==> config.mk <==
export PLATFORM = sky130hd
export DESIGN_NAME = cdu_current_dac_update_control
export DESIGN_NICKNAME = d
export VERILOG_FILES = /design/src/cdu_pkg.sv /design/src/cdu_current_dac_update_control.sv /design/src/cdu_edge_detect.sv
export SDC_FILE = /design/constraint.sdc
export NUM_CORES = 1
export LEC_CHECK = 0
export ABC_AREA = 1
export BUFFER_PORTS_ARGS = -buffer_cell sky130_fd_sc_hd__buf_2
export CORE_MARGIN = 2
export CORE_UTILIZATION = 45
export DETAILED_ROUTE_END_ITERATION = 6
export GPL_TIMING_DRIVEN = 0
export PLACE_DENSITY = 0.71
export SETUP_SLACK_MARGIN = 0.05
export SYNTH_ARGS = -nofsm -noshare
export SYNTH_HDL_FRONTEND = slang
export SYNTH_HIERARCHICAL = 1
export SYNTH_SLANG_ARGS = --single-unit
==> constraint.sdc <==
create_clock -name mclk -period 1.8 [get_ports mclk]
set_input_delay 0.36 -clock mclk [delete_from_list [all_inputs] [get_ports mclk]]
set_output_delay 0.36 -clock mclk [all_outputs]
set_load 0.01 [all_outputs]
==> src/cdu_pkg.sv <==
package cdu_pkg;

   localparam int          DATA_WIDTH        = 10;
   localparam int          BYTE_WIDTH        = 8;
   localparam int          TIMER_COUNT       = 4;
   localparam int          SYNC_STAGES       = 2;

   localparam logic [7:0]  ADDR_DATA_LOW     = 8'h96;
   localparam logic [7:0]  ADDR_DATA_HIGH    = 8'h97;
   localparam logic [7:0]  ADDR_CONTROL      = 8'hb9;

   localparam int          CTL_ENABLE_BIT    = 7;
   localparam int          CTL_SOURCE_MSB    = 6;
   localparam int          CTL_SOURCE_LSB    = 4;
   localparam int          CTL_FULLSCALE_MSB = 1;
   localparam int          CTL_FULLSCALE_LSB = 0;
   localparam int          LOW_DATA_MSB      = 7;
   localparam int          LOW_DATA_LSB      = 6;

   localparam logic [7:0]  RESET_DATA_LOW    = 8'h00;
   localparam logic [7:0]  RESET_DATA_HIGH   = 8'h00;
   localparam logic [7:0]  RESET_CONTROL     = 8'h72;
   localparam logic [7:0]  CONTROL_RW_MASK   = 8'hf3;
   localparam logic [7:0]  LOW_RW_MASK       = 8'hc0;

   localparam logic [2:0]  SRC_TIMER0        = 3'h0;
   localparam logic [2:0]  SRC_TIMER1        = 3'h1;
   localparam logic [2:0]  SRC_TIMER2        = 3'h2;
   localparam logic [2:0]  SRC_TIMER3        = 3'h3;
   localparam logic [2:0]  SRC_STROBE_RISE   = 3'h4;
   localparam logic [2:0]  SRC_STROBE_FALL   = 3'h5;
   localparam logic [2:0]  SRC_STROBE_ANY    = 3'h6;
   localparam logic [2:0]  SRC_HIGH_WRITE    = 3'h7;

   typedef enum logic [1:0] {
      cdu_range_half_ma,
      cdu_range_one_ma,
      cdu_range_two_ma
   } cdu_range_type;

   typedef struct packed {
      logic       write;
      logic       read;
      logic [7:0] addr;
      logic [7:0] wdata;
   } cdu_sfr_req_type;

   typedef struct packed {
      logic       bias_request;
      logic       pin_analog;
      logic       pin_digital_off;
      logic       pin_pullup_off;
   } cdu_pin_ctl_type;

endpackage

==> src/cdu_current_dac_update_control.sv <==
//////////////////////////////////////////////////////////////////////////////
// Overview of operation
// - disabled: pin is plain gpio
// - enabled: drivers, pull-up off, pin to dac
// - enabled requests bias generator
// - update source bits 6:4, reset 111
// - mode 111: high write loads latch
// - mode 111: low write only held
// - modes 000-011 pick timer 0-3 overflow
// - timer modes: hold until selected overflow
// - modes 100-110: rise, fall, any strobe edge
// - strobe modes: hold until selected edge
// - left-justified: high 9:2, low 7:6 1:0
// - fullscale 00 half, 01 one, 1x two ma
// - reset fullscale is 2 ma
// - low bits 5:0 read zero, ignored
// - control bits 3:2 read zero, ignored
module cdu_current_dac_update_control
   import cdu_pkg::*;
#(
   parameter int TIMERS = TIMER_COUNT
) (
   input  wire logic                  mclk,
   input  wire logic                  reset,
   input  wire cdu_sfr_req_type       sfr_req,
   output logic [BYTE_WIDTH-1:0]      sfr_rdata,
   output logic                       sfr_hit,
   input  wire logic [TIMERS-1:0]     timer_overflow,
   input  wire logic                  external_convert_strobe,
   output logic [DATA_WIDTH-1:0]      dac_latch,
   output cdu_range_type              fullscale_range,
   output logic                       dac_enable_bit,
   output cdu_pin_ctl_type            pin_ctl,
   output logic                       latch_pulse
);

   initial begin
      if (TIMERS != TIMER_COUNT) begin
         $error("timer count must be four");
      end
   end

   //////////////////////////////////////////////////////////////////////////
   // register state
   logic [BYTE_WIDTH-1:0] dac_data_low_byte;
   logic [BYTE_WIDTH-1:0] dac_data_high_byte;
   logic [BYTE_WIDTH-1:0] dac_control;
   logic [BYTE_WIDTH-1:0] next_dac_data_low_byte;
   logic [BYTE_WIDTH-1:0] next_dac_data_high_byte;
   logic [BYTE_WIDTH-1:0] next_dac_control;
   logic [DATA_WIDTH-1:0] next_dac_latch;
   logic [BYTE_WIDTH-1:0] next_sfr_rdata;
   logic                  next_sfr_hit;
   logic                  next_latch_pulse;

   logic [2:0]            update_source_select;
   logic [1:0]            fullscale_current_select;
   logic                  write_low;
   logic                  write_high;
   logic                  write_ctl;
   logic                  strobe_rise;
   logic                  strobe_fall;
   logic                  trigger;
   logic [DATA_WIDTH-1:0] held_word;

   assign update_source_select     = dac_control[CTL_SOURCE_MSB:CTL_SOURCE_LSB];
   assign fullscale_current_select = dac_control[CTL_FULLSCALE_MSB:CTL_FULLSCALE_LSB];
   assign dac_enable_bit           = dac_control[CTL_ENABLE_BIT];

   assign write_low  = sfr_req.write && (sfr_req.addr == ADDR_DATA_LOW);
   assign write_high = sfr_req.write && (sfr_req.addr == ADDR_DATA_HIGH);
   assign write_ctl  = sfr_req.write && (sfr_req.addr == ADDR_CONTROL);

   //////////////////////////////////////////////////////////////////////////
   // strobe edge detection
   cdu_edge_detect #(
      .STAGES (SYNC_STAGES)
   ) u_edge (
      .mclk       (mclk),
      .reset      (reset),
      .strobe_in  (external_convert_strobe),
      .rise_pulse (strobe_rise),
      .fall_pulse (strobe_fall)
   );

   //////////////////////////////////////////////////////////////////////////
   // trigger selection
   always_comb begin
      trigger = 1'b0;
      unique case (update_source_select)
         SRC_TIMER0:      trigger = timer_overflow[0];
         SRC_TIMER1:      trigger = timer_overflow[1];
         SRC_TIMER2:      trigger = timer_overflow[2];
         SRC_TIMER3:      trigger = timer_overflow[3];
         SRC_STROBE_RISE: trigger = strobe_rise;
         SRC_STROBE_FALL: trigger = strobe_fall;
         SRC_STROBE_ANY:  trigger = strobe_rise | strobe_fall;
         SRC_HIGH_WRITE:  trigger = write_high;
      endcase
   end

   //////////////////////////////////////////////////////////////////////////
   // held word, with a high write in the trigger cycle taking its new byte
   always_comb begin
      held_word = {dac_data_high_byte,
                   dac_data_low_byte[LOW_DATA_MSB:LOW_DATA_LSB]};
      if (write_high) begin
         held_word[DATA_WIDTH-1:2] = sfr_req.wdata;
      end
      if (write_low) begin
         held_word[1:0] = sfr_req.wdata[LOW_DATA_MSB:LOW_DATA_LSB];
      end
   end

   //////////////////////////////////////////////////////////////////////////
   // register writes, latch transfer and read data
   always_comb begin
      next_dac_data_low_byte  = dac_data_low_byte;
      next_dac_data_high_byte = dac_data_high_byte;
      next_dac_control        = dac_control;
      next_dac_latch          = dac_latch;
      next_latch_pulse        = trigger;
      next_sfr_rdata          = 8'h00;
      next_sfr_hit            = 1'b0;
      if (write_low) begin
         next_dac_data_low_byte = sfr_req.wdata & LOW_RW_MASK;
      end
      if (write_high) begin
         next_dac_data_high_byte = sfr_req.wdata;
      end
      if (write_ctl) begin
         next_dac_control = sfr_req.wdata & CONTROL_RW_MASK;
      end
      if (trigger) begin
         next_dac_latch = held_word;
      end
      if (sfr_req.read) begin
         unique case (sfr_req.addr)
            ADDR_DATA_LOW: begin
               next_sfr_rdata = dac_data_low_byte & LOW_RW_MASK;
               next_sfr_hit   = 1'b1;
            end
            ADDR_DATA_HIGH: begin
               next_sfr_rdata = dac_data_high_byte;
               next_sfr_hit   = 1'b1;
            end
            ADDR_CONTROL: begin
               next_sfr_rdata = dac_control & CONTROL_RW_MASK;
               next_sfr_hit   = 1'b1;
            end
            default: begin
               next_sfr_rdata = 8'h00;
               next_sfr_hit   = 1'b0;
            end
         endcase
      end
   end

   always_ff @(posedge mclk) begin
      if (reset) begin
         dac_data_low_byte  <= RESET_DATA_LOW;
         dac_data_high_byte <= RESET_DATA_HIGH;
         dac_control        <= RESET_CONTROL;
         dac_latch          <= '0;
         latch_pulse        <= 1'b0;
         sfr_rdata          <= 8'h00;
         sfr_hit            <= 1'b0;
      end else begin
         dac_data_low_byte  <= next_dac_data_low_byte;
         dac_data_high_byte <= next_dac_data_high_byte;
         dac_control        <= next_dac_control;
         dac_latch          <= next_dac_latch;
         latch_pulse        <= next_latch_pulse;
         sfr_rdata          <= next_sfr_rdata;
         sfr_hit            <= next_sfr_hit;
      end
   end

   //////////////////////////////////////////////////////////////////////////
   // range decode and pin takeover
   always_comb begin
      if (fullscale_current_select[1]) begin
         fullscale_range = cdu_range_two_ma;
      end else if (fullscale_current_select[0]) begin
         fullscale_range = cdu_range_one_ma;
      end else begin
         fullscale_range = cdu_range_half_ma;
      end
   end

   always_comb begin
      pin_ctl.pin_analog      = dac_enable_bit;
      pin_ctl.pin_digital_off = dac_enable_bit;
      pin_ctl.pin_pullup_off  = dac_enable_bit;
      pin_ctl.bias_request    = dac_enable_bit;
   end

endmodule

==> src/cdu_edge_detect.sv <==
module cdu_edge_detect
   import cdu_pkg::*;
#(
   parameter int STAGES = SYNC_STAGES
) (
   input  wire logic mclk,
   input  wire logic reset,
   input  wire logic strobe_in,
   output logic      rise_pulse,
   output logic      fall_pulse
);

   initial begin
      if (STAGES < 2) begin
         $error("cdu_edge_detect needs at least two stages");
      end
   end

   logic [STAGES:0] sync;
   logic [STAGES:0] next_sync;

   ////////////////////////////////////////////////////////////////////////
   // synchroniser chain plus one history stage
   always_comb begin
      next_sync = {sync[STAGES-1:0], strobe_in};
   end

   always_ff @(posedge mclk) begin
      if (reset) begin
         sync <= '0;
      end else begin
         sync <= next_sync;
      end
   end

   assign rise_pulse = sync[STAGES-1] & ~sync[STAGES];
   assign fall_pulse = ~sync[STAGES-1] & sync[STAGES];

endmodule

# Yosys cells after proc, flatten, opt, wreduce, memory -nomap -nowiden
# Cells that the tools add are included.
# W data, S select, Z words.
# word_totals
in_bits	25
ff_bits	39
romBits	0
out_inout_bits	27
ramBits	0
latch_bits	0
mem_count	0
# classes
addsub	0
eq_ne	10
n_lt_le_gt_ge	0
mul	0
div_mod_pow	0
reduce_logical	6
n_shift	0
n_bitwise	6
mux	7
# op_table
op	n
$eq A8 B8 Y1 const B	3
$pmux W8 S3	1
$eq A3 B3 Y1 const B	4
$mux W8	1
$pmux W1 S8	1
$eq A3 B2 Y1 const B	2
$mux W2	2
$eq A3 B1 Y1 const B	1
$logic_and A1 B1 Y1	3
$logic_not A3 Y1	1
$not A1 Y1	3
$reduce_or A3 Y1	1
$and A1 B1 Y1	2
$mux W1	2
$reduce_or A2 Y1	1
$or A1 B1 Y1	1

# Logic depth before layout (Yosys ltp)
# logic_depth
ltp_word	4
mapped_depth	11

# Modules after synthesis
# The synthesis kept the hierarchy.
# modules_own_cells
module	area_per_inst_um2	n_inst	cells_each
cdu_current_dac_update_control	1686.6	1	230
cdu_edge_detect	93.8	1	12

# Worst setup path before layout
# No wires, ideal clock.
# synth_timing
path_kind	input to register
startpoint	input sfr_req[14] (netlist name)
endpoint	register dac_latch[4]
path_slack_ns	0.430
arrival_time_ns	1.256
required_ns	1.686
cell_stages	11
cell_sequence	inv_1 nand2_1 nor2_4 nand2_4 nor2_8 buf_8 nand2_2 o21ai_2 nand2_1 nand2_1 nor2_2
# synth_via
elab_chain_len	3
word_cells_on_any_way	4
# synth_rtl
item	line_no	rtl
from (decl)	cdu_current_dac_update_control.sv:25	input wire cdu_sfr_req_type sfr_req,
$eq A8 B8 Y1 *	cdu_current_dac_update_control.sv:71	assign write_high = sfr_req.write && (sfr_req.addr == ADDR_DATA_HIGH);
$logic_and A1 B1 Y1 *	cdu_current_dac_update_control.sv:71	
$pmux W1 S8 or $mux W8 (tied branches)	cdu_current_dac_update_control.sv:90, cdu_current_dac_update_control.sv:107	
to (signal assigned)	cdu_current_dac_update_control.sv:172	dac_latch <= next_dac_latch;
to (decl)	cdu_current_dac_update_control.sv:30	output logic [DATA_WIDTH-1:0] dac_latch,
# Every way passes the cells marked *; elsewhere a longest branch is shown, timed or not.
# A chain may end at the register's enable or synchronous reset.

# Worst setup path after layout
# layout_timing
startpoint	register dac_control[4]
endpoint	register dac_latch[4]
# layout_via
elab_chain_len	2
word_cells_on_any_way	9
# layout_rtl
item	line_no	rtl
from (decl)	cdu_current_dac_update_control.sv:47	logic [BYTE_WIDTH-1:0] dac_control;
from (signal assigned)	cdu_current_dac_update_control.sv:171	dac_control <= next_dac_control;
$eq A3 B3 Y1, or another cell as far along	cdu_current_dac_update_control.sv:90	unique case (update_source_select)
$pmux W1 S8 *	cdu_current_dac_update_control.sv:90	
# Marks and branches as above.

==> impl_results.rst <==
.. list-table::
   :header-rows: 1

   * - Metric
     - Value
   * - Placed wire-length estimate
     - 2.861 mm
   * - Total iterations of the first detailed-routing run
     - 4
   * - Floorplan Core Area
     - 0.003744 mm2
   * - Antenna Cells
     - 0
   * - Clock transition at the registers of the reported paths
     - 0.08 ns
   * - Post-layout minimum cycle time
     - 1.449 ns
   * - Register Area
     - roughly 780 um2
   * - Cell type with the largest total area after synthesis
     - dfxtp_1
   * - Synthesized-area fraction occupied by adder cells
     - 0
   * - Compound-Gate Fraction of Synth Area
     - 0.1005
   * - Synthesized area per cell
     - 7.357 um2
   * - Sequence of cells on the critical path
     - inv_2 -> nand3_1 -> nand3_2 -> nand4_4 -> buf_6 -> nand2_1 -> nand2_1 -> nor2_2
   * - Vertical extent of the die
     - 66.90 um
   * - Worst-case headroom to the max-slew limit
     - 0.7303
   * - Total power per unit cell area
     - 768.9 mW/mm2
   * - Number of buffers inserted by post-CTS setup repair
     - 0
   * - Cell occurring most often along the worst timing path
     - nand2_1
   * - Effective utilization at floorplan
     - 0.4756
   * - Kind of end point of the critical path
     - register
   * - CTS tree
     - built
   * - Cell types occupying the most area after synthesis
     - dfxtp_1 (44%), nand2_1 (12%), inv_1 (7.4%), nor2_1 (7.2%), nand3_1 (3.7%)
   * - H-tree depth
     - 2
   * - CTS Buffer Depth
     - 2
   * - Total vias in the final route
     - 1627
   * - Sum of routed wire length over all layers
     - 3.718 mm
   * - Number of placed instances with taps included
     - 341
   * - Synthesized netlist cell count
     - 242
   * - Final layout net count
     - between 300 and 400
   * - Proportion of netlist area held by the largest area contributor
     - 0.4385
   * - Max layer used
     - met4
   * - Final setup viols
     - 0
   * - Post-route fraction of the period consumed by the critical path
     - 0.8053
   * - Met3 WL
     - 241 um
   * - Number of rows in the core area
     - 22
   * - Multi-input gate area
     - 762.0 um2
   * - Worst hold path class
     - in2reg
   * - Critical Setup Path Class
     - reg2reg
   * - CP Buf/Inv Count
     - 2
   * - Post-Syn Area
     - 0.001780 mm2
   * - Count of antenna-violating nets left after detailed routing
     - 0
   * - Total Die Area
     - between 0.004 and 0.005 mm2
   * - Number of nets produced by synthesis
     - between 200 and 300
   * - Final instance area
     - 0.002213 mm2
   * - Number of gates resized after CTS
     - 0
   * - Transition time at the pin with the least slew margin
     - roughly 0.40 ns
   * - Clock Latency Late Sink
     - 0.29 ns
   * - Global Route Usage Sum
     - 0.1803
   * - Synth warn
     - 6
   * - Global-route wire length before repair
     - 6.092 mm
   * - Max-capacitance violation count
     - 0
   * - Main combinational cell family by area after synthesis
     - simple AND/OR/NAND/NOR gates
   * - Cts hold-fix bufs
     - 0
   * - Number of endpoints with negative hold slack in the final report
     - 0
   * - Cell class contributing the biggest share of worst-path delay
     - simple AND/OR/NAND/NOR gates
   * - Number of buffers added by the clock tree synthesis step
     - 5
   * - Initial DRC count
     - 72
   * - Setup repair after global routing missed its margin
     - false
   * - Final total negative setup slack
     - 0 ns
   * - Area share of xor/xnor cells in the synthesized design
     - 0
   * - X dimension of the die
     - around 67 um
   * - Number of input and output port buffers inserted
     - 51
   * - Number of distinct library cell variants in the gate-level netlist after synthesis
     - 30
   * - Mux cell area share after synthesis
     - 0
   * - Critical path fanouts, max
     - 10
   * - Worst vdd ir
     - 688.4 uV
   * - Layout Area Growth over Synthesis
     - 24.31%
   * - Global placer's final weighted congestion
     - 0.8744
   * - Status
     - finished, final reports clean
   * - CP startpoint kind
     - register
   * - Root Driver
     - clkbuf_8
   * - Max stage delay on crit path
     - about 0.48 ns
   * - Post-Route Utilization
     - 0.5912
   * - Sum of met2 wire segment lengths after detailed routing
     - around 1.6 mm
   * - Aggregate global routing overflow
     - 0
   * - Fraction of the mapped netlist area in simple logic gates
     - 0.3275
   * - Post-layout instance count excluding filler cells
     - 349
   * - Maximum number of pins on one net before global-route repair
     - 13
   * - Num Clock Sinks
     - 39
   * - Number of fillers in the final layout
     - between 300 and 400
   * - Detailed-route vias per instance
     - 4.662
   * - Post-synthesis sequential area ratio
     - 0.4385
   * - Crit path required time
     - 1.99 ns
   * - Leakage power
     - 0.001182 uW
   * - Clock skew
     - 0.005022 ns
   * - Via count of the first global-routing pass
     - 1384
   * - Post-synthesis sequential element count
     - 39
   * - Worst path slowest cell
     - dfxtp_1
   * - Count of pins over their slew limit
     - 0
   * - Instance area after placement
     - 0.002096 mm2
   * - I/O pins
     - 52
   * - Met1 Routed Length
     - 1.805 mm
   * - WL per Instance
     - 10.65 um
   * - Highest Clock Rate
     - 689.9 MHz
   * - Fraction of layout cells with a size suffix above 1
     - 0.3056
   * - Remaining routing DRC violations
     - 0
   * - Hold_ws
     - 0.2884 ns
   * - Data arrival time of the worst path
     - 1.64 ns
   * - Number of antenna violations at the first check in global routing
     - 0
[metrics by stage]
| step | total power, uW | setup slack [ns] |
|---|---|---|
| global placement | 978.2 | 0.2062 |
| finish | 1702 | 0.3505 |
| detailed placement | 980.1 | 0.1630 |
| floorplan | 936.7 | 0.4297 |
| CTS | 1715 | 0.3466 |
| global route | 1775 | 0.2298 |
[final cells by class]
| class | instances | area share |
|---|---|---|
| sequential | 39 | 0.3527 |
| multi-input combinational | 153 | 0.3443 |
| timing repair buffer | 51 | 0.1153 |
| inverter | 39 | 0.06727 |
| buffer | 11 | 0.04014 |
| clock buffer | 6 | 0.03731 |
| tap | 48 | 0.02713 |
| clock inverter | 2 | 0.01583 |
[where the power goes]
| group | internal [uW] | switching, uW | leakage (uW) |
|---|---|---|---|
| sequential | 867 | 2.15 | 0.000315 |
| combinational | 35.0 | 56.2 | 0.000806 |
| clock | 448 | 293 | 0.0000612 |
| total | 1350 | 352 | 0.00118 |
[layer usage]
layer,global-route usage,up-vias
li1,-,862
met1,0.2360,706
met2,0.2888,52
met3,0.04899,7
met4,0.05357,0
met5,0,-
[path summary, 6_finish.rpt]
| check | slack, ns | cells past startpoint | startpoint | to |
|---|---|---|---|---|
| setup / recovery | 0.35 | 8 | dac_control[4] | dac_latch[4] |
| hold / removal | 0.29 | 3 | external_convert_strobe | u_edge/sync[0] |
| setup reg to reg | 0.35 | 8 | dac_control[4] | dac_latch[4] |
| hold reg to reg | 0.40 | 2 | u_edge/sync[0] | u_edge/sync[1] |
[logic make-up after synthesis]
family / Yosys count
compound gates: 29
simple gates: 124
flops: 39
buf+inv: 50
[worst reg2reg max path, delay by kind of cell, from the launching register on]
family / cells / cell delay, ns
flip-flops: 1 / 0.48
buffers and inverters: 2 / 0.25
AND/OR/NAND/NOR: 6 / 0.64
[synthesized netlist by cell type]
cell type  count
a21oi_1       10
buf_2          2
buf_4          5
buf_6          2
buf_8          1
clkbuf_1       1
clkinv_1       1
dfxtp_1       39
inv_1         35
inv_2          2
inv_4          1
nand2_1       56
nand2_2        5
nand2_4        1
nand3_1       13
nand3_2        1
nand4_1        4
nand4_4        1
nor2_1        34
nor2_2         3
nor2_4         2
nor2_8         1
nor3_1         2
nor3_2         1
o211ai_1       4
o21ai_0        7
o21ai_1        1
o21ai_2        5
o221ai_1       1
o22ai_1        1
[cells in the final DEF (no fill, tap or decap), types with 2 or more instances in the layout]
cell type,n
o21ai_2,5
o211ai_1,4
inv_1,35
nor2_2,3
buf_4,5
a21oi_1,10
nand3_1,13
nand2_1,56
inv_2,2
nor2_4,2
nor2_1,34
o21ai_0,7
clkbuf_8,6
nand4_1,4
dfxtp_1,39
nand2_2,5
buf_2,53
buf_6,2
nor3_1,2
[state kept, by name, indices dropped and copies added, names as in the netlist]
name / cells
dac_control: 6
dac_data_high_byte: 8
dac_data_low_byte: 2
dac_latch: 10
latch_pulse: 1
sfr_hit: 1
sfr_rdata: 8
u_edge/sync: 3
Power figures use the tool's default switching activity.
